`config.mk`:
```
export PLATFORM = sky130hd
export DESIGN_NAME = timer8_compare_output_control
export DESIGN_NICKNAME = d
export VERILOG_FILES = /design/src/include/timer8_pkg.sv /design/src/hw/timer8_compare_output_control.sv
export SDC_FILE = /design/constraint.sdc
export NUM_CORES = 1
export LEC_CHECK = 0
export BUFFER_PORTS_ARGS = -buffer_cell sky130_fd_sc_hd__buf_4
export CORE_MARGIN = 2
export CORE_UTILIZATION = 55
export DETAILED_ROUTE_END_ITERATION = 12
export PLACE_DENSITY = 0.82
export SYNTH_ARGS = -nofsm -noshare
export SYNTH_HDL_FRONTEND = slang
export SYNTH_SLANG_ARGS = --single-unit
export TNS_END_PERCENT = 100
```
`constraint.sdc`:
```
create_clock -name MCLK -period 3.95 [get_ports MCLK]
set_clock_uncertainty 0.1 [all_clocks]
set_input_delay 0 -clock MCLK [delete_from_list [all_inputs] [get_ports MCLK]]
set_output_delay 0 -clock MCLK [all_outputs]
set_load 0.1 [all_outputs]
```
`src/include/timer8_pkg.sv`:
```
// Package for the 8-bit timer compare-output block: register map,
// reset values, waveform mode codes, state and carrier types.
// Assumes a 32-bit APB master and a single system clock.
package timer8_pkg;

   // ----------------------------------------------------------------
   // Register byte addresses
   // ----------------------------------------------------------------
   localparam logic [7:0] CTRL_OFS   = 8'h24;
   localparam logic [7:0] CMPA_OFS   = 8'h28;
   localparam logic [7:0] CMPB_OFS   = 8'h2C;
   localparam logic [7:0] MODEHI_OFS = 8'h30;
   localparam logic [7:0] COUNT_OFS  = 8'h34;
   localparam logic [7:0] STAT_OFS   = 8'h38;
   localparam logic [7:0] CLR_OFS    = 8'h3C;
   localparam logic [7:0] IEN_OFS    = 8'h40;

   // ----------------------------------------------------------------
   // Fields and reset values
   // ----------------------------------------------------------------
   localparam int         COM_A_LSB   = 6;
   localparam int         COM_B_LSB   = 4;
   localparam int         WGM_LO_LSB  = 0;
   localparam logic [7:0] CTRL_WMASK  = 8'hF3;
   localparam logic [7:0] CTRL_RST    = 8'h00;
   localparam logic [7:0] CMP_RST     = 8'h00;
   localparam logic [7:0] COUNT_RST   = 8'h00;
   localparam logic [7:0] MAX_VAL     = 8'hFF;
   localparam logic [7:0] BOTTOM_VAL  = 8'h00;
   localparam int         EV_MATCH_A  = 0;
   localparam int         EV_MATCH_B  = 1;
   localparam int         EV_OVF      = 2;
   localparam logic [2:0] EV_RST      = 3'h0;

   // ----------------------------------------------------------------
   // Waveform mode codes
   // ----------------------------------------------------------------
   localparam logic [2:0] WGM_NORMAL  = 3'h0;
   localparam logic [2:0] WGM_PC_FF   = 3'h1;
   localparam logic [2:0] WGM_CTC     = 3'h2;
   localparam logic [2:0] WGM_FAST_FF = 3'h3;
   localparam logic [2:0] WGM_PC_A    = 3'h5;
   localparam logic [2:0] WGM_FAST_A  = 3'h7;

   typedef enum logic [1:0] {
      DIR_UP   = 2'h1,
      DIR_DOWN = 2'h2
   } dir_e;

   typedef struct packed {
      logic o;
      logic oe;
   } pin_s;

   typedef struct packed {
      logic [7:0]  ctrl;
      logic [7:0]  cmp_a;
      logic [7:0]  cmp_b;
      logic        wgm_hi;
      logic [7:0]  count;
      dir_e        dir;
      logic        oc_a;
      logic        oc_b;
      logic [2:0]  status;
      logic [2:0]  irq_en;
      logic        irq;
      pin_s        pin_a;
      pin_s        pin_b;
      logic [31:0] prdata;
      logic        pready;
      logic        pslverr;
   } state_s;

endpackage

```
`src/hw/timer8_compare_output_control.sv`:
```
// Compare-output control of an 8-bit timer with its counter, compare
// registers, mode decode, pin override and interrupt status.
// Assumes APB from the same clock; TIMER_TICK is a same-clock enable.
//
// Function
// - Synchronous on I/O clock, tick only enables.
// - Channel A mode nonzero overrides pin function; in PWM, mode 1 without the high bit keeps port data.
// - Channel B mode nonzero overrides pin function; in PWM, mode 1 keeps port data on the pin.
// - Non-PWM A: off, toggle, clear, set.
// - Fast PWM A: clear/set match, opposite BOTTOM.
// - PWM A mode 1 toggles only if high bit.
// - Fast PWM A, compare equals TOP: BOTTOM only.
// - Phase-correct A: up and down actions opposite.
// - Phase-correct A, compare equals TOP: act at TOP.
// - Non-PWM B: off, toggle, clear, set.
// - Fast PWM B like A; mode 1 reserved.
// - Phase-correct B like A; mode 1 reserved.
// - PWM B, compare equals TOP: ignore match.
// - Control bits 3:2 read zero, ignore writes.
// - Waveform mode select decodes six modes.
// - Fast PWM BOTTOM action on TOP-to-BOTTOM tick.
`timescale 1ns/1ns

module timer8_compare_output_control
   import timer8_pkg::*;
(
   input  wire logic        MCLK,
   input  wire logic        RESET,
   input  wire logic        PSEL,
   input  wire logic        PENABLE,
   input  wire logic        PWRITE,
   input  wire logic [7:0]  PADDR,
   input  wire logic [31:0] PWDATA,
   output      logic [31:0] PRDATA,
   output      logic        PREADY,
   output      logic        PSLVERR,
   input  wire logic        TIMER_TICK,
   input  wire logic        PORT_A_OUT,
   input  wire logic        PORT_B_OUT,
   input  wire logic        DIR_A,
   input  wire logic        DIR_B,
   output      pin_s        PIN_A,
   output      pin_s        PIN_B,
   output      logic        IRQ
);

   // ----------------------------------------------------------------
   // Mode decode helpers
   // ----------------------------------------------------------------
   function automatic logic is_fast(input logic [2:0] wgm);
      is_fast = (wgm == WGM_FAST_FF) || (wgm == WGM_FAST_A);
   endfunction

   function automatic logic is_pc(input logic [2:0] wgm);
      is_pc = (wgm == WGM_PC_FF) || (wgm == WGM_PC_A);
   endfunction

   function automatic logic [7:0] top_of(input logic [2:0] wgm, input logic [7:0] cmp_a);
      if ((wgm == WGM_CTC) || (wgm == WGM_PC_A) || (wgm == WGM_FAST_A)) begin
         top_of = cmp_a;
      end else begin
         top_of = MAX_VAL;
      end
   endfunction

   // Mode 1 in PWM is only usable where toggling is allowed
   function automatic logic connected(input logic [1:0] com, input logic [2:0] wgm, input logic tog_ok);
      if (com == 2'h0) begin
         connected = 1'b0;
      end else if ((is_fast(wgm) || is_pc(wgm)) && (com == 2'h1)) begin
         connected = tog_ok;
      end else begin
         connected = 1'b1;
      end
   endfunction

   // Next waveform level of one channel
   function automatic logic oc_step(
      input logic [1:0] com,
      input logic       oc,
      input logic [2:0] wgm,
      input logic       match,
      input logic       at_top,
      input logic       top_eq,
      input logic       up,
      input logic       tog_ok
   );
      logic r;
      r = oc;
      if (is_fast(wgm)) begin
         if (com == 2'h1) begin
            if (tog_ok && match) begin
               r = ~oc;
            end
         end else if (com[1]) begin
            if (at_top) begin
               r = ~com[0];
            end else if (match && !top_eq) begin
               r = com[0];
            end
         end
      end else if (is_pc(wgm)) begin
         if (com == 2'h1) begin
            if (tog_ok && match) begin
               r = ~oc;
            end
         end else if (com[1]) begin
            if (top_eq) begin
               // Level at TOP matches a down-count result so a full duty holds
               if (at_top) begin
                  r = ~com[0];
               end
            end else if (match) begin
               r = up ? com[0] : ~com[0];
            end
         end
      end else begin
         if (match) begin
            case (com)
               2'h1:    r = ~oc;
               2'h2:    r = 1'b0;
               2'h3:    r = 1'b1;
               default: r = oc;
            endcase
         end
      end
      oc_step = r;
   endfunction

   // ----------------------------------------------------------------
   // State
   // ----------------------------------------------------------------
   state_s     s_r;
   state_s     s_nxt;
   logic [2:0] wgm;
   logic [7:0] top;
   logic       setup;
   logic       wr;
   logic       match_a;
   logic       match_b;
   logic       at_top;
   logic       ovf;
   logic       up;
   logic [2:0] ev;
   logic [2:0] clr;

   assign wgm = {s_r.wgm_hi, s_r.ctrl[WGM_LO_LSB +: 2]};
   assign top = top_of(wgm, s_r.cmp_a);

   // ----------------------------------------------------------------
   // Next-state logic
   // ----------------------------------------------------------------
   always_comb begin
      s_nxt   = s_r;
      setup   = PSEL && !PENABLE;
      wr      = PSEL && PENABLE && s_r.pready && PWRITE;
      up      = (s_r.dir == DIR_UP);
      match_a = TIMER_TICK && (s_r.count == s_r.cmp_a);
      match_b = TIMER_TICK && (s_r.count == s_r.cmp_b);
      at_top  = TIMER_TICK && (s_r.count == top);
      clr     = EV_RST;

      // Bus: a zero-wait answer prepared in the setup cycle
      s_nxt.pready  = setup;
      s_nxt.pslverr = 1'b0;
      if (setup) begin
         s_nxt.prdata = 32'h0000_0000;
         case (PADDR)
            CTRL_OFS:   s_nxt.prdata[7:0] = s_r.ctrl & CTRL_WMASK;
            CMPA_OFS:   s_nxt.prdata[7:0] = s_r.cmp_a;
            CMPB_OFS:   s_nxt.prdata[7:0] = s_r.cmp_b;
            MODEHI_OFS: s_nxt.prdata[0]   = s_r.wgm_hi;
            COUNT_OFS:  s_nxt.prdata[7:0] = s_r.count;
            STAT_OFS:   s_nxt.prdata[2:0] = s_r.status;
            CLR_OFS:    s_nxt.prdata      = 32'h0000_0000;
            IEN_OFS:    s_nxt.prdata[2:0] = s_r.irq_en;
            default:    s_nxt.pslverr     = 1'b1;
         endcase
      end

      if (wr) begin
         case (PADDR)
            CTRL_OFS:   s_nxt.ctrl   = PWDATA[7:0] & CTRL_WMASK;
            CMPA_OFS:   s_nxt.cmp_a  = PWDATA[7:0];
            CMPB_OFS:   s_nxt.cmp_b  = PWDATA[7:0];
            MODEHI_OFS: s_nxt.wgm_hi = PWDATA[0];
            CLR_OFS:    clr          = PWDATA[2:0];
            IEN_OFS:    s_nxt.irq_en = PWDATA[2:0];
            default:    s_nxt.ctrl   = s_r.ctrl;
         endcase
      end

      // Counter: only moves on an enabled tick
      if (is_pc(wgm)) begin
         ovf = TIMER_TICK && (s_r.count == BOTTOM_VAL) && !up;
      end else begin
         ovf = at_top;
      end
      if (TIMER_TICK) begin
         if (is_pc(wgm)) begin
            if (up) begin
               if ((s_r.count >= top) && (top != BOTTOM_VAL)) begin
                  s_nxt.dir   = DIR_DOWN;
                  s_nxt.count = s_r.count - 8'h01;
               end else if (s_r.count < top) begin
                  s_nxt.count = s_r.count + 8'h01;
               end
            end else if (s_r.count == BOTTOM_VAL) begin
               s_nxt.dir   = DIR_UP;
               s_nxt.count = (top == BOTTOM_VAL) ? BOTTOM_VAL : 8'h01;
            end else begin
               s_nxt.count = s_r.count - 8'h01;
            end
         end else begin
            s_nxt.dir   = DIR_UP;
            s_nxt.count = at_top ? BOTTOM_VAL : s_r.count + 8'h01;
         end
      end

      // Waveform levels
      s_nxt.oc_a = oc_step(s_r.ctrl[COM_A_LSB +: 2], s_r.oc_a, wgm, match_a, at_top,
                           s_r.cmp_a == top, up, s_r.wgm_hi);
      s_nxt.oc_b = oc_step(s_r.ctrl[COM_B_LSB +: 2], s_r.oc_b, wgm, match_b, at_top,
                           s_r.cmp_b == top, up, 1'b0);

      // Pins: waveform replaces port data, driver follows direction
      s_nxt.pin_a.o  = connected(s_r.ctrl[COM_A_LSB +: 2], wgm, s_r.wgm_hi) ? s_nxt.oc_a
                                                                              : PORT_A_OUT;
      s_nxt.pin_a.oe = DIR_A;
      s_nxt.pin_b.o  = connected(s_r.ctrl[COM_B_LSB +: 2], wgm, 1'b0) ? s_nxt.oc_b
                                                                       : PORT_B_OUT;
      s_nxt.pin_b.oe = DIR_B;

      // Sticky events; a new event beats a simultaneous clear
      ev             = EV_RST;
      ev[EV_MATCH_A] = match_a;
      ev[EV_MATCH_B] = match_b;
      ev[EV_OVF]     = ovf;
      s_nxt.status   = (s_r.status & ~clr) | ev;
      s_nxt.irq      = |(s_nxt.status & s_nxt.irq_en);
   end

   // ----------------------------------------------------------------
   // State register
   // ----------------------------------------------------------------
   always_ff @(posedge MCLK or posedge RESET) begin
      if (RESET) begin
         s_r.ctrl    <= CTRL_RST;
         s_r.cmp_a   <= CMP_RST;
         s_r.cmp_b   <= CMP_RST;
         s_r.wgm_hi  <= 1'b0;
         s_r.count   <= COUNT_RST;
         s_r.dir     <= DIR_UP;
         s_r.oc_a    <= 1'b0;
         s_r.oc_b    <= 1'b0;
         s_r.status  <= EV_RST;
         s_r.irq_en  <= EV_RST;
         s_r.irq     <= 1'b0;
         s_r.pin_a   <= '0;
         s_r.pin_b   <= '0;
         s_r.prdata  <= 32'h0000_0000;
         s_r.pready  <= 1'b0;
         s_r.pslverr <= 1'b0;
      end else begin
         s_r <= s_nxt;
      end
   end

   assign PRDATA  = s_r.prdata;
   assign PREADY  = s_r.pready;
   assign PSLVERR = s_r.pslverr;
   assign PIN_A   = s_r.pin_a;
   assign PIN_B   = s_r.pin_b;
   assign IRQ     = s_r.irq;

endmodule

```
# ---- Word-level counts from Yosys, hierarchy flattened
# Index checks and enable logic that the tools add are counted.
dict set report op_classes {
  n_mux 55
  eq_ne 28
  order_cmp 2
  bitwise_logic 8
  addsub 2
  reduce_logical 37
}
# op n
set op_table {}
lappend op_table {{$eq 8x6->1 const B} 7}
lappend op_table {{$eq 8x8->1} 5}
lappend op_table {{$mux 8} 5}
lappend op_table {{$mux 1} 37}
lappend op_table {{$mux 10} 2}
lappend op_table {{$pmux 5 s4} 1}
lappend op_table {{$logic_not 8->1} 2}
lappend op_table {{$logic_and 1x1->1} 15}
lappend op_table {{$mux 3} 4}
lappend op_table {{$pmux 2 s6} 1}
lappend op_table {{$reduce_and 2->1} 5}
lappend op_table {{$add 8x1->8 const B} 1}
lappend op_table {{$eq 2x2->1 const B} 4}
lappend op_table {{$eq 8x7->1 const B} 1}
lappend op_table {{$ge 8x8->1} 1}
lappend op_table {{$lt 8x8->1} 1}
lappend op_table {{$reduce_bool 8->1} 1}
lappend op_table {{$reduce_or 8->1} 1}
lappend op_table {{$sub 8x1->8 const B} 1}
lappend op_table {{$pmux 1 s7} 1}
lappend op_table {{$and 3x3->3} 2}
lappend op_table {{$eq 2x1->1 const B} 3}
lappend op_table {{$eq 3x2->1 const B} 2}
lappend op_table {{$eq 3x3->1 const B} 2}
lappend op_table {{other kinds (13)} 27}
dict set report totals {
  input_bits 50
  out_inout_bits 39
  register_bits 56
}

# ---- Depth between registers and ports, before layout
# Gate-level depths: netlist (run 1).
dict set report logic_depth {
  word_depth 13
  ltp_mapped 16
}

# ---- Worst setup path before layout (run 1)
# Ideal clock, no wire load.
dict set report synth_timing {
  path_type {register -> register}
  startpoint {register s_r[74] (netlist name)}
  endpoint {register s_r[56] (netlist name)}
  slack_ns 0.510
  setup_time_ns 0.126
  path_buffers 3
  stages_incl_launch_ff 16
  period_less_slack_ns 3.440
  arrival_ns 3.214
  path_cell_list {dfrtp_1 -> buf_6 -> or3b_1 -> buf_2 -> and2_4 -> buf_6 -> nor2_1 -> ha_1 -> nor2b_1 -> o21a_1 -> o21a_1 -> o31ai_1 -> a311oi_1 -> nand2_1 -> nor3_1 -> a221o_1}
}
dict set report synth_via {
  elab_chain_cells 9
  elab_cells_between_ends 20
  cone_classes {order compare: 2; eq/ne: 6; mux: 5; reduce/logical: 7}
}
# element line
set synth_lines {}
lappend synth_lines {{start, declared} timer8_compare_output_control.sv:133} ;# state_s s_r;
lappend synth_lines {{start signal, assigned} timer8_compare_output_control.sv:265} ;# s_r <= s_nxt;
lappend synth_lines {{$eq 3x2->1 or $eq 3x3->1 (tied branches)} {timer8_compare_output_control.sv:59, timer8_compare_output_control.sv:55}}
lappend synth_lines {{$logic_or 1x1->1 (2 in a row)} timer8_compare_output_control.sv:59} ;# if ((wgm == WGM_CTC) || (wgm == WGM_PC_A) || (wgm == WGM_FAST_A)) begin
lappend synth_lines {{$mux 8} timer8_compare_output_control.sv:59}
lappend synth_lines {{$ge 8x8->1 or $reduce_bool 8->1 (tied branches)} timer8_compare_output_control.sv:202} ;# if ((s_r.count >= top) && (top != BOTTOM_VAL)) begin
lappend synth_lines {{$logic_and 1x1->1} timer8_compare_output_control.sv:202}
lappend synth_lines {{$mux 8} timer8_compare_output_control.sv:202}
lappend synth_lines {{$mux 10} timer8_compare_output_control.sv:201} ;# if (up) begin
lappend synth_lines {{$mux 10} timer8_compare_output_control.sv:200} ;# if (is_pc(wgm)) begin
# Parallel ways exist; a longest one is shown, timed or not.
# A chain may end at the register's enable or synchronous reset.

# ---- Final worst setup path (run 1)
dict set report layout_timing {
  startpoint {register s_r[74] (netlist name)}
  endpoint {register s_r[54] (netlist name)}
}
# The elaborated chain is that of the path after synthesis.

==> results of run 1 <==
## synth_stat cells, types with 4 or more instances
| master | instances |
|---|---|
| sky130_fd_sc_hd__a21o_1 | 6 |
| sky130_fd_sc_hd__nand3_1 | 9 |
| sky130_fd_sc_hd__nor2b_1 | 4 |
| sky130_fd_sc_hd__nand2b_1 | 14 |
| sky130_fd_sc_hd__nor3_1 | 12 |
| sky130_fd_sc_hd__or3_1 | 5 |
| sky130_fd_sc_hd__nand2_1 | 40 |
| sky130_fd_sc_hd__nor4bb_1 | 4 |
| sky130_fd_sc_hd__nand4_1 | 5 |
| sky130_fd_sc_hd__clkbuf_1 | 20 |
| sky130_fd_sc_hd__dfrtp_1 | 55 |
| sky130_fd_sc_hd__a22o_1 | 7 |
| sky130_fd_sc_hd__buf_4 | 37 |
| sky130_fd_sc_hd__xnor2_1 | 19 |
| sky130_fd_sc_hd__inv_1 | 8 |
| sky130_fd_sc_hd__buf_1 | 4 |
| sky130_fd_sc_hd__o31ai_1 | 4 |
| sky130_fd_sc_hd__a21oi_1 | 18 |
| sky130_fd_sc_hd__o22ai_1 | 5 |
| sky130_fd_sc_hd__nor4_1 | 5 |
| sky130_fd_sc_hd__a22oi_1 | 11 |
| sky130_fd_sc_hd__mux2i_1 | 10 |
| sky130_fd_sc_hd__o211ai_1 | 4 |
| sky130_fd_sc_hd__ha_1 | 10 |
| sky130_fd_sc_hd__o21ai_0 | 21 |
| sky130_fd_sc_hd__nor2_1 | 38 |
| sky130_fd_sc_hd__mux2_2 | 27 |
## stage by stage
step                instance area (um2)  hold slack (ns)
CTS                                4540           0.0292
detailed placement                 4260           0.0106
finish                             4540           0.0380
global route                       4540           0.0728
floorplan                          4190          -0.0686
global placement                   4260          0.00943
## final cells by class
class,instances,area share [%]
Clock inverter,2,0.855
Sequential cell,56,30.9
Multi-Input combinational cell,354,51.9
Tap cell,99,2.73
Inverter,8,0.662
Clock buffer,6,1.60
Timing Repair Buffer,63,11.3
## worst max-delay path: stages, from the launching register on
cell	delay (ns)
sky130_fd_sc_hd__dfrtp_1	0.39
sky130_fd_sc_hd__or3b_1	0.48
sky130_fd_sc_hd__and2_4	0.24
sky130_fd_sc_hd__nor2_1	0.13
sky130_fd_sc_hd__ha_1	0.26
sky130_fd_sc_hd__nor2b_1	0.14
sky130_fd_sc_hd__o21a_1	0.17
sky130_fd_sc_hd__o21a_1	0.18
sky130_fd_sc_hd__o31ai_1	0.48
sky130_fd_sc_hd__a311oi_1	0.24
sky130_fd_sc_hd__nand2_1	0.30
sky130_fd_sc_hd__o221ai_1	0.18
sky130_fd_sc_hd__a211o_1	0.32
## sequential cells by signal, indices dropped and copies added, names as in the netlist
signal and cells:
IRQ 1, PIN_A 2, PIN_B 2, PRDATA 8, PREADY 1, PSLVERR 1, s_r 41
## logic make-up (layout without fill, tap and decap cells)
logic type               after synthesis  in the layout
AO/OA/AOI/OAI                        106            106
XOR/XNOR                              21             21
adder cells (fa/ha/maj)               10             10
buffers and inverters                 73             79
flip-flops                            56             56
multiplexers                          37             37
other                                  1             24
AND/OR/NAND/NOR                      156            156
## layout by cell type, fill, tap and decap left out, types with 3 or more instances in the layout
cell type                       count
sky130_fd_sc_hd__dfrtp_1           55
sky130_fd_sc_hd__buf_4             47
sky130_fd_sc_hd__nand2_1           40
sky130_fd_sc_hd__nor2_1            38
sky130_fd_sc_hd__mux2_2            27
sky130_fd_sc_hd__conb_1            24
sky130_fd_sc_hd__o21ai_0           21
sky130_fd_sc_hd__xnor2_1           19
sky130_fd_sc_hd__a21oi_1           18
sky130_fd_sc_hd__dlygate4sd3_1     16
sky130_fd_sc_hd__nand2b_1          14
sky130_fd_sc_hd__nor3_1            12
sky130_fd_sc_hd__a22oi_1           11
sky130_fd_sc_hd__mux2i_1           10
sky130_fd_sc_hd__ha_1              10
sky130_fd_sc_hd__nand3_1            9
sky130_fd_sc_hd__inv_1              7
sky130_fd_sc_hd__a22o_1             7
sky130_fd_sc_hd__a21o_1             6
sky130_fd_sc_hd__or3_1              5
sky130_fd_sc_hd__nor4_1             5
sky130_fd_sc_hd__o22ai_1            5
sky130_fd_sc_hd__nand4_1            5
sky130_fd_sc_hd__clkbuf_8           5
sky130_fd_sc_hd__nor2b_1            4
sky130_fd_sc_hd__o31ai_1            4
sky130_fd_sc_hd__o211ai_1           4
sky130_fd_sc_hd__nor4bb_1           4
sky130_fd_sc_hd__o21a_1             3
sky130_fd_sc_hd__or4_1              3
sky130_fd_sc_hd__nand4b_1           3
sky130_fd_sc_hd__a31oi_1            3
sky130_fd_sc_hd__a221o_1            3
## report_power, final
part / switching (mW) / total (mW) / internal (mW)
Clock: 0.193 / 0.385 / 0.192
Sequential: 0.143 / 0.767 / 0.624
Combinational: 0.298 / 0.487 / 0.189
## layer usage
layer  part of all wire (%)  vias to the layer above
met5                      0                        -
met4                    2.8                        0
met3                    6.2                       24
met2                     49                      141
met1                     42                     1739
li1                       -                     1660
## final timing paths
kind                        endpoint  slack [ns]  cells past startpoint
setup / recovery             s_r[54]        0.25                     12
hold / removal               PSLVERR        0.04                      4
setup reg to reg             s_r[54]        0.25                     12
hold reg to reg            PRDATA[0]        0.39                      2
max in group asynchronous    s_r[55]        2.96                      4
min in group asynchronous   PIN_B[0]        0.32                      4
==> flow_results.xml, run 1 <==
<?xml version="1.0" encoding="UTF-8"?>
<metrics>
  <group name="drt">
    <metric name="drt-wirelength-per-cell" unit="um">17.0</metric>
    <metric name="vias_per_cell" unit="">6.06</metric>
    <metric name="initialDrtViolationCount" unit="">339</metric>
    <metric name="dr_total_vias" unit="">3564</metric>
    <metric name="ant_nets" unit="">0</metric>
    <metric name="first_pass_iters" unit="">4</metric>
    <metric name="totalWireLength" unit="um">10000</metric>
    <metric name="drc" unit="">0</metric>
  </group>
  <group name="sta">
    <metric name="slew_violations" unit="">0</metric>
    <metric name="fin_tns_setup" unit="ns">0</metric>
    <metric name="timing.max_slew.rel_slack" unit="%">24.3</metric>
    <metric name="period_share" unit="%">93.6</metric>
    <metric name="unrepaired_setup_endpoints_after_global_routing" unit="">no</metric>
    <metric name="final-setup-viol-count" unit="">0</metric>
    <metric name="tightest_slew" unit="ns">1.11</metric>
    <metric name="finalCriticalPeriod" unit="ns">3.70</metric>
    <metric name="setup_slack_after_layout" unit="ns">0.251</metric>
    <metric name="finalHoldViolations" unit="">0</metric>
    <metric name="highest_attainable_clock_frequency" unit="GHz">0.270</metric>
  </group>
  <group name="placed_design">
    <metric name="detailedPlace.worstSlack" unit="ns">0.313</metric>
    <metric name="dp_hpwl" unit="um">7220</metric>
    <metric name="globalplace.congestion" unit="">0.897</metric>
    <metric name="placed_cells_incl_taps" unit="">564</metric>
    <metric name="port_buffers" unit="">40</metric>
  </group>
  <group name="logic_synthesis">
    <metric name="number_of_enable_type_register_cells_in_the_synthesized_netlist" unit="">0</metric>
    <metric name="synth.yosys.warnings" unit="">0</metric>
    <metric name="ys_seq_area_share" unit="%">34.2</metric>
    <metric name="synthesis.area_per_instance" unit="um2">8.92</metric>
    <metric name="syn-instance-count" unit="">460</metric>
    <metric name="synth.top_cell.area_share" unit="%">33.6</metric>
    <metric name="synth.top_cells.by_area" unit="">sky130_fd_sc_hd__dfrtp_1 34%, sky130_fd_sc_hd__mux2_2 7.4%, sky130_fd_sc_hd__buf_4 6.8%</metric>
    <metric name="yosys.cell_types.count" unit="">64</metric>
    <metric name="yosys.area_share.simple" unit="%">19.8</metric>
    <metric name="synthAdderAreaFrac" unit="%">3.05</metric>
    <metric name="post_synth_instance_area" unit="mm2">0.00410</metric>
    <metric name="synth.area.mux_share" unit="%">9.85</metric>
    <metric name="post_synth_xor_area_fraction" unit="%">4.48</metric>
    <metric name="synth_compound_gate_area_share" unit="%">18.1</metric>
    <metric name="postSynth.asyncResetShare" unit="%">100</metric>
    <metric name="synth_top_family_by_area" unit="">simple AND/OR/NAND/NOR gates</metric>
    <metric name="ys_seq_elements" unit="">56</metric>
    <metric name="synth_area_leader" unit="">sky130_fd_sc_hd__dfrtp_1</metric>
    <metric name="leading_register_cell_type_out_of_synthesis" unit="">sky130_fd_sc_hd__dfrtp_1</metric>
  </group>
  <group name="floorplan">
    <metric name="chipWidth" unit="um">90.4</metric>
    <metric name="row_count" unit="">31</metric>
    <metric name="effective_utilization_at_floorplan" unit="%">56.5</metric>
    <metric name="fp.dieH" unit="um">90.4</metric>
    <metric name="core_footprint" unit="mm2">0.00725</metric>
    <metric name="design.die.area" unit="mm2">0.00816</metric>
    <metric name="top_level_ports" unit="">89</metric>
  </group>
  <group name="cells_and_area">
    <metric name="finalNonFillerCells" unit="">588</metric>
    <metric name="fillers" unit="">601</metric>
    <metric name="diodes" unit="">0</metric>
    <metric name="utilization" unit="%">62.5</metric>
    <metric name="areaGrowthSynthToFinish" unit="%">10.6</metric>
    <metric name="nets" unit="">548</metric>
    <metric name="layout.area.seq" unit="mm2">0.00140</metric>
    <metric name="drive_gt1_share" unit="%">18.8</metric>
    <metric name="multi_input_area" unit="mm2">0.00235</metric>
  </group>
  <group name="clocking">
    <metric name="clkSinkCount" unit="">56</metric>
    <metric name="cts.clk_slew.worst_paths" unit="ns">0.10</metric>
    <metric name="worstSkewPairLatency" unit="ns">0.32</metric>
    <metric name="cts.repair_timing.setup_buffer_count" unit="">0</metric>
    <metric name="htree_levels" unit="">2</metric>
    <metric name="cts_repair_resize_count" unit="">0</metric>
    <metric name="cts_hold_buf" unit="">16</metric>
    <metric name="clock_tree.buffer_depth" unit="">2</metric>
    <metric name="clock_tree.root_cell" unit="">sky130_fd_sc_hd__clkbuf_8</metric>
    <metric name="cts_tree" unit="">yes</metric>
    <metric name="cts_made_buffers" unit="">5</metric>
  </group>
  <group name="grt">
    <metric name="antenna_violations_before_repair" unit="">0</metric>
    <metric name="grt_overflow" unit="">0</metric>
    <metric name="grt_max_degree" unit="">57</metric>
    <metric name="grtUsageMet1" unit="%">32.4</metric>
    <metric name="gr-usage-met3" unit="%">3.84</metric>
    <metric name="grt_util_met2" unit="%">42.0</metric>
    <metric name="grt_busiest_layer" unit="">met2</metric>
    <metric name="vias_in_the_first_global_route" unit="">3507</metric>
    <metric name="grt_first_pass_wirelength" unit="um">16700</metric>
    <metric name="grtUsageTotal" unit="%">25.1</metric>
  </group>
  <group name="worst_setup_path">
    <metric name="crit_reg_reg_startpoint" unit="">s_r[74]</metric>
    <metric name="critical_path_peak_fanout" unit="">13</metric>
    <metric name="worst_ep_arrival_time" unit="ns">3.80</metric>
    <metric name="worstSetupStartpoint" unit="">s_r[74]</metric>
    <metric name="critical_path_class" unit="">flop to flop</metric>
    <metric name="timing.critical_path.required" unit="ns">4.05</metric>
    <metric name="critical_path_launch_point_type" unit="">flop</metric>
    <metric name="critPathCaptureType" unit="">flop</metric>
  </group>
  <group name="outcome">
    <metric name="outcome" unit="">complete, no violations</metric>
  </group>
  <group name="job">
    <metric name="drv.max_cap_violation_count" unit="">0</metric>
  </group>
  <group name="min_path">
    <metric name="hp-start" unit="">PADDR[5]</metric>
    <metric name="hold_path.class" unit="">input pin to flop</metric>
  </group>
  <group name="pwr">
    <metric name="p_leak" unit="nW">2.13</metric>
    <metric name="power.density_cell_area" unit="mW/mm2">361</metric>
    <metric name="vdd_drop_max" unit="V">0.000253</metric>
    <metric name="power" unit="mW">1.64</metric>
  </group>
</metrics>
Note: power is estimated with default switching activity, not from simulation.
==> inputs of run 2 (changes only) <==
--- a/config.mk
+++ b/config.mk
@@ -6,7 +6,7 @@
 export NUM_CORES = 1
 export LEC_CHECK = 0
 export BUFFER_PORTS_ARGS = -buffer_cell sky130_fd_sc_hd__buf_4
-export CORE_MARGIN = 2
+export CORE_MARGIN = 5
 export CORE_UTILIZATION = 55
 export DETAILED_ROUTE_END_ITERATION = 12
 export PLACE_DENSITY = 0.82
==> run 2 against run 1 <==
Compared with the run above: non-clock buffer count down 3; total power down 4.8%; register-to-register slack better by 0.15 ns; critical path depth did not move; global-route usage fell by 2.7 points; setup slack improved by 0.15 ns; sequential cell count unchanged; sequential share of layout area increased by 0.26 points; first-iteration DRC count grew 3.5%; via count hardly changed; cell area decreased by 0.83%; critical path type unchanged.
==> flow_results.xml, run 2 (synthesis gave the netlist of run 1 again) <==
<?xml version="1.0" encoding="UTF-8"?>
<metrics>
  <group name="outcome">
    <metric name="outcome" unit="">complete, no violations</metric>
  </group>
  <group name="cells_and_area">
    <metric name="layout_commonest_cell" unit="">sky130_fd_sc_hd__dfrtp_1</metric>
    <metric name="largest_register_ffs" unit="">41</metric>
    <metric name="commonest_cells_after_routing_fill_and_taps_aside" unit="">55 x sky130_fd_sc_hd__dfrtp_1, 44 x sky130_fd_sc_hd__buf_4, 40 x sky130_fd_sc_hd__nand2_1, 38 x sky130_fd_sc_hd__nor2_1, 27 x sky130_fd_sc_hd__mux2_2</metric>
    <metric name="fillers" unit="">600</metric>
    <metric name="top_register" unit="">s_r</metric>
    <metric name="nets" unit="">545</metric>
    <metric name="layout.cell_area.non_filler" unit="mm2">0.00450</metric>
    <metric name="areaGrowthSynthToFinish" unit="%">9.67</metric>
    <metric name="drive_gt1_share" unit="%">18.5</metric>
    <metric name="diodes" unit="">0</metric>
  </group>
  <group name="sta">
    <metric name="finalHoldViolations" unit="">0</metric>
    <metric name="unrepaired_setup_endpoints_after_global_routing" unit="">no</metric>
    <metric name="fin_tns_setup" unit="ns">0</metric>
    <metric name="slew_violations" unit="">0</metric>
    <metric name="timing.max_slew.rel_slack" unit="%">21.7</metric>
    <metric name="finalCriticalPeriod" unit="ns">3.55</metric>
    <metric name="final-setup-viol-count" unit="">0</metric>
    <metric name="highest_attainable_clock_frequency" unit="GHz">0.281</metric>
    <metric name="period_share" unit="%">90.0</metric>
    <metric name="tightest_slew" unit="ns">1.17</metric>
  </group>
  <group name="drt">
    <metric name="wl_met3" unit="um">714</metric>
    <metric name="route.top_layer_used" unit="">met4</metric>
    <metric name="totalWireLength" unit="um">10100</metric>
    <metric name="drc" unit="">0</metric>
    <metric name="ant_nets" unit="">0</metric>
    <metric name="initialDrtViolationCount" unit="">351</metric>
    <metric name="total_routed_wire_length_on_the_met1_layer" unit="um">4160</metric>
    <metric name="vias_per_cell" unit="">6.10</metric>
    <metric name="first_pass_iters" unit="">5</metric>
    <metric name="wl_met2" unit="um">5050</metric>
    <metric name="dr_total_vias" unit="">3566</metric>
    <metric name="drt-wirelength-per-cell" unit="um">17.3</metric>
  </group>
  <group name="worst_setup_path">
    <metric name="crit_path_frequent_cell" unit="">sky130_fd_sc_hd__o21a_1</metric>
    <metric name="crit_reg_reg_startpoint" unit="">s_r[57]</metric>
    <metric name="critical_path.top_delay_family" unit="">compound AO/OA/AOI/OAI gates</metric>
    <metric name="timing.critical_path.required" unit="ns">4.05</metric>
    <metric name="worstSetupStartpoint" unit="">s_r[57]</metric>
    <metric name="critical-path-max-stage-delay" unit="ns">0.47</metric>
    <metric name="critical_path_launch_point_type" unit="">flop</metric>
    <metric name="critPathCaptureType" unit="">flop</metric>
    <metric name="worst_ep_arrival_time" unit="ns">3.65</metric>
    <metric name="timing.critical_path.cells" unit="">or3b_1 &gt; and2_4 &gt; nor2_1 &gt; ha_1 &gt; nor2b_1 &gt; o21a_1 &gt; o21a_1 &gt; o31ai_2 &gt; a311oi_1 &gt; nand2_1 &gt; o221ai_1 &gt; a211o_1</metric>
    <metric name="critical_path_class" unit="">flop to flop</metric>
    <metric name="critical_path.n_buffers_inverters" unit="">0</metric>
    <metric name="r2r_slack" unit="ns">0.40</metric>
    <metric name="crit_path_top_delay_cell" unit="">sky130_fd_sc_hd__or3b_1</metric>
    <metric name="critical_path_peak_fanout" unit="">13</metric>
  </group>
  <group name="placed_design">
    <metric name="dp_hpwl" unit="um">7320</metric>
    <metric name="globalplace.congestion" unit="">0.893</metric>
    <metric name="port_buffers" unit="">40</metric>
    <metric name="placed_area" unit="mm2">0.00425</metric>
  </group>
  <group name="pwr">
    <metric name="combPwrFrac" unit="%">30.8</metric>
    <metric name="power.density_cell_area" unit="mW/mm2">347</metric>
    <metric name="clock_power_share" unit="%">20.1</metric>
    <metric name="vdd_drop_max" unit="V">0.000271</metric>
    <metric name="seqPwrFrac" unit="%">49.1</metric>
    <metric name="total_internal_power" unit="mW">0.938</metric>
    <metric name="sw_frac_of_total" unit="%">39.9</metric>
    <metric name="p_leak" unit="nW">2.09</metric>
    <metric name="power" unit="mW">1.56</metric>
    <metric name="net-switching-power" unit="mW">0.622</metric>
  </group>
  <group name="grt">
    <metric name="grt_overflow" unit="">0</metric>
    <metric name="antenna_violations_before_repair" unit="">0</metric>
    <metric name="vias_in_the_first_global_route" unit="">3497</metric>
    <metric name="grt_first_pass_wirelength" unit="um">16300</metric>
    <metric name="grtUsageTotal" unit="%">22.4</metric>
    <metric name="grt_max_degree" unit="">57</metric>
  </group>
  <group name="clocking">
    <metric name="cts.clk_slew.worst_paths" unit="ns">0.10</metric>
    <metric name="clock_tree.root_cell" unit="">sky130_fd_sc_hd__clkbuf_8</metric>
    <metric name="clkSinkCount" unit="">56</metric>
    <metric name="cts_made_buffers" unit="">5</metric>
    <metric name="worstSkewPairLatency" unit="ns">0.31</metric>
    <metric name="htree_levels" unit="">2</metric>
    <metric name="clock_tree.buffer_depth" unit="">2</metric>
    <metric name="cts_tree" unit="">yes</metric>
  </group>
  <group name="floorplan">
    <metric name="row_count" unit="">31</metric>
    <metric name="chipWidth" unit="um">96.4</metric>
    <metric name="top_level_ports" unit="">89</metric>
    <metric name="core_footprint" unit="mm2">0.00725</metric>
    <metric name="effective_utilization_at_floorplan" unit="%">56.5</metric>
    <metric name="fp.dieH" unit="um">96.4</metric>
    <metric name="design.die.area" unit="mm2">0.00928</metric>
  </group>
  <group name="min_path">
    <metric name="hold_path.class" unit="">input pin to flop</metric>
    <metric name="hp-start" unit="">PADDR[6]</metric>
  </group>
  <group name="job">
    <metric name="drv.max_cap_violation_count" unit="">0</metric>
  </group>
</metrics>
==> run 2: cell types whose count changed in the layout (fill, tap and decap cells not counted), sizes merged <==
cell,before,now
buf,47,44
clkinv,0,1
clkbuf,6,7
inv,9,8
bufinv,1,0
==> run 2: timing repair <==
item                       4_1_cts  5_1_grt
resized for setup                0        1
setup endpoints to repair        0        2
buffers inserted                 0        0
hold endpoints to repair        90        0
hold buffers                    16        0
==> run 2: final timing paths <==
check	endpoint	cells past startpoint
min in group asynchronous	PIN_B[0]	3
worst min-delay path	PSLVERR	3
worst max register to register	s_r[54]	12
worst min register to register	PRDATA[2]	2
worst max-delay path	s_r[54]	12
max in group asynchronous	s_r[46]	3
==> run 2: power groups by stage <==
| stage | logic, mW | registers [mW] | clock network [mW] |
|---|---|---|---|
| final | 0.480 | 0.766 | 0.314 |
| after global routing | 0.527 | 0.776 | 0.342 |
| after CTS | 0.479 | 0.761 | 0.321 |
| after detailed placement | 0.464 | 0.771 | 0 |
| after global placement | 0.450 | 0.765 | 0 |
| after floorplan | 0.479 | 0.676 | 0 |
==> run 2: layout make-up <==
cell class                 count  area (um2)  area share, %
tap                           99         124           2.75
inverter                       8        30.0          0.668
multi-input combinational    354        2370           52.6
clock inverter                 1        8.76          0.195
timing repair buffer          60         490           10.9
clock buffer                   7        76.3           1.70
sequential                    56        1400           31.2
==> run 2: worst register-to-register path, delay by kind of cell (launching register included) <==
family | cells | cell delay (ns)
flops | 1 | 0.45
fa+ha+maj | 1 | 0.24
compound gates | 6 | 1.42
simple gates | 5 | 1.24
==> run 2: metrics by stage <==
step                cells  utilization (%)  setup slack [ns]  hold WS, ns
floorplan             483                -             0.510      -0.0686
global placement      561             58.6             0.442       0.0101
detailed placement    561             58.6             0.350       0.0108
CTS                   585             61.9             0.324       0.0558
global route          585             62.0             0.116       0.0884
finish                585             62.0             0.397       0.0627
==> run 2: per-layer routing <==
metal	up-vias	global-route usage [%]
met5	-	0
met4	0	7.94
met3	21	2.81
met2	143	39.6
met1	1746	27.9
li1	1656	-
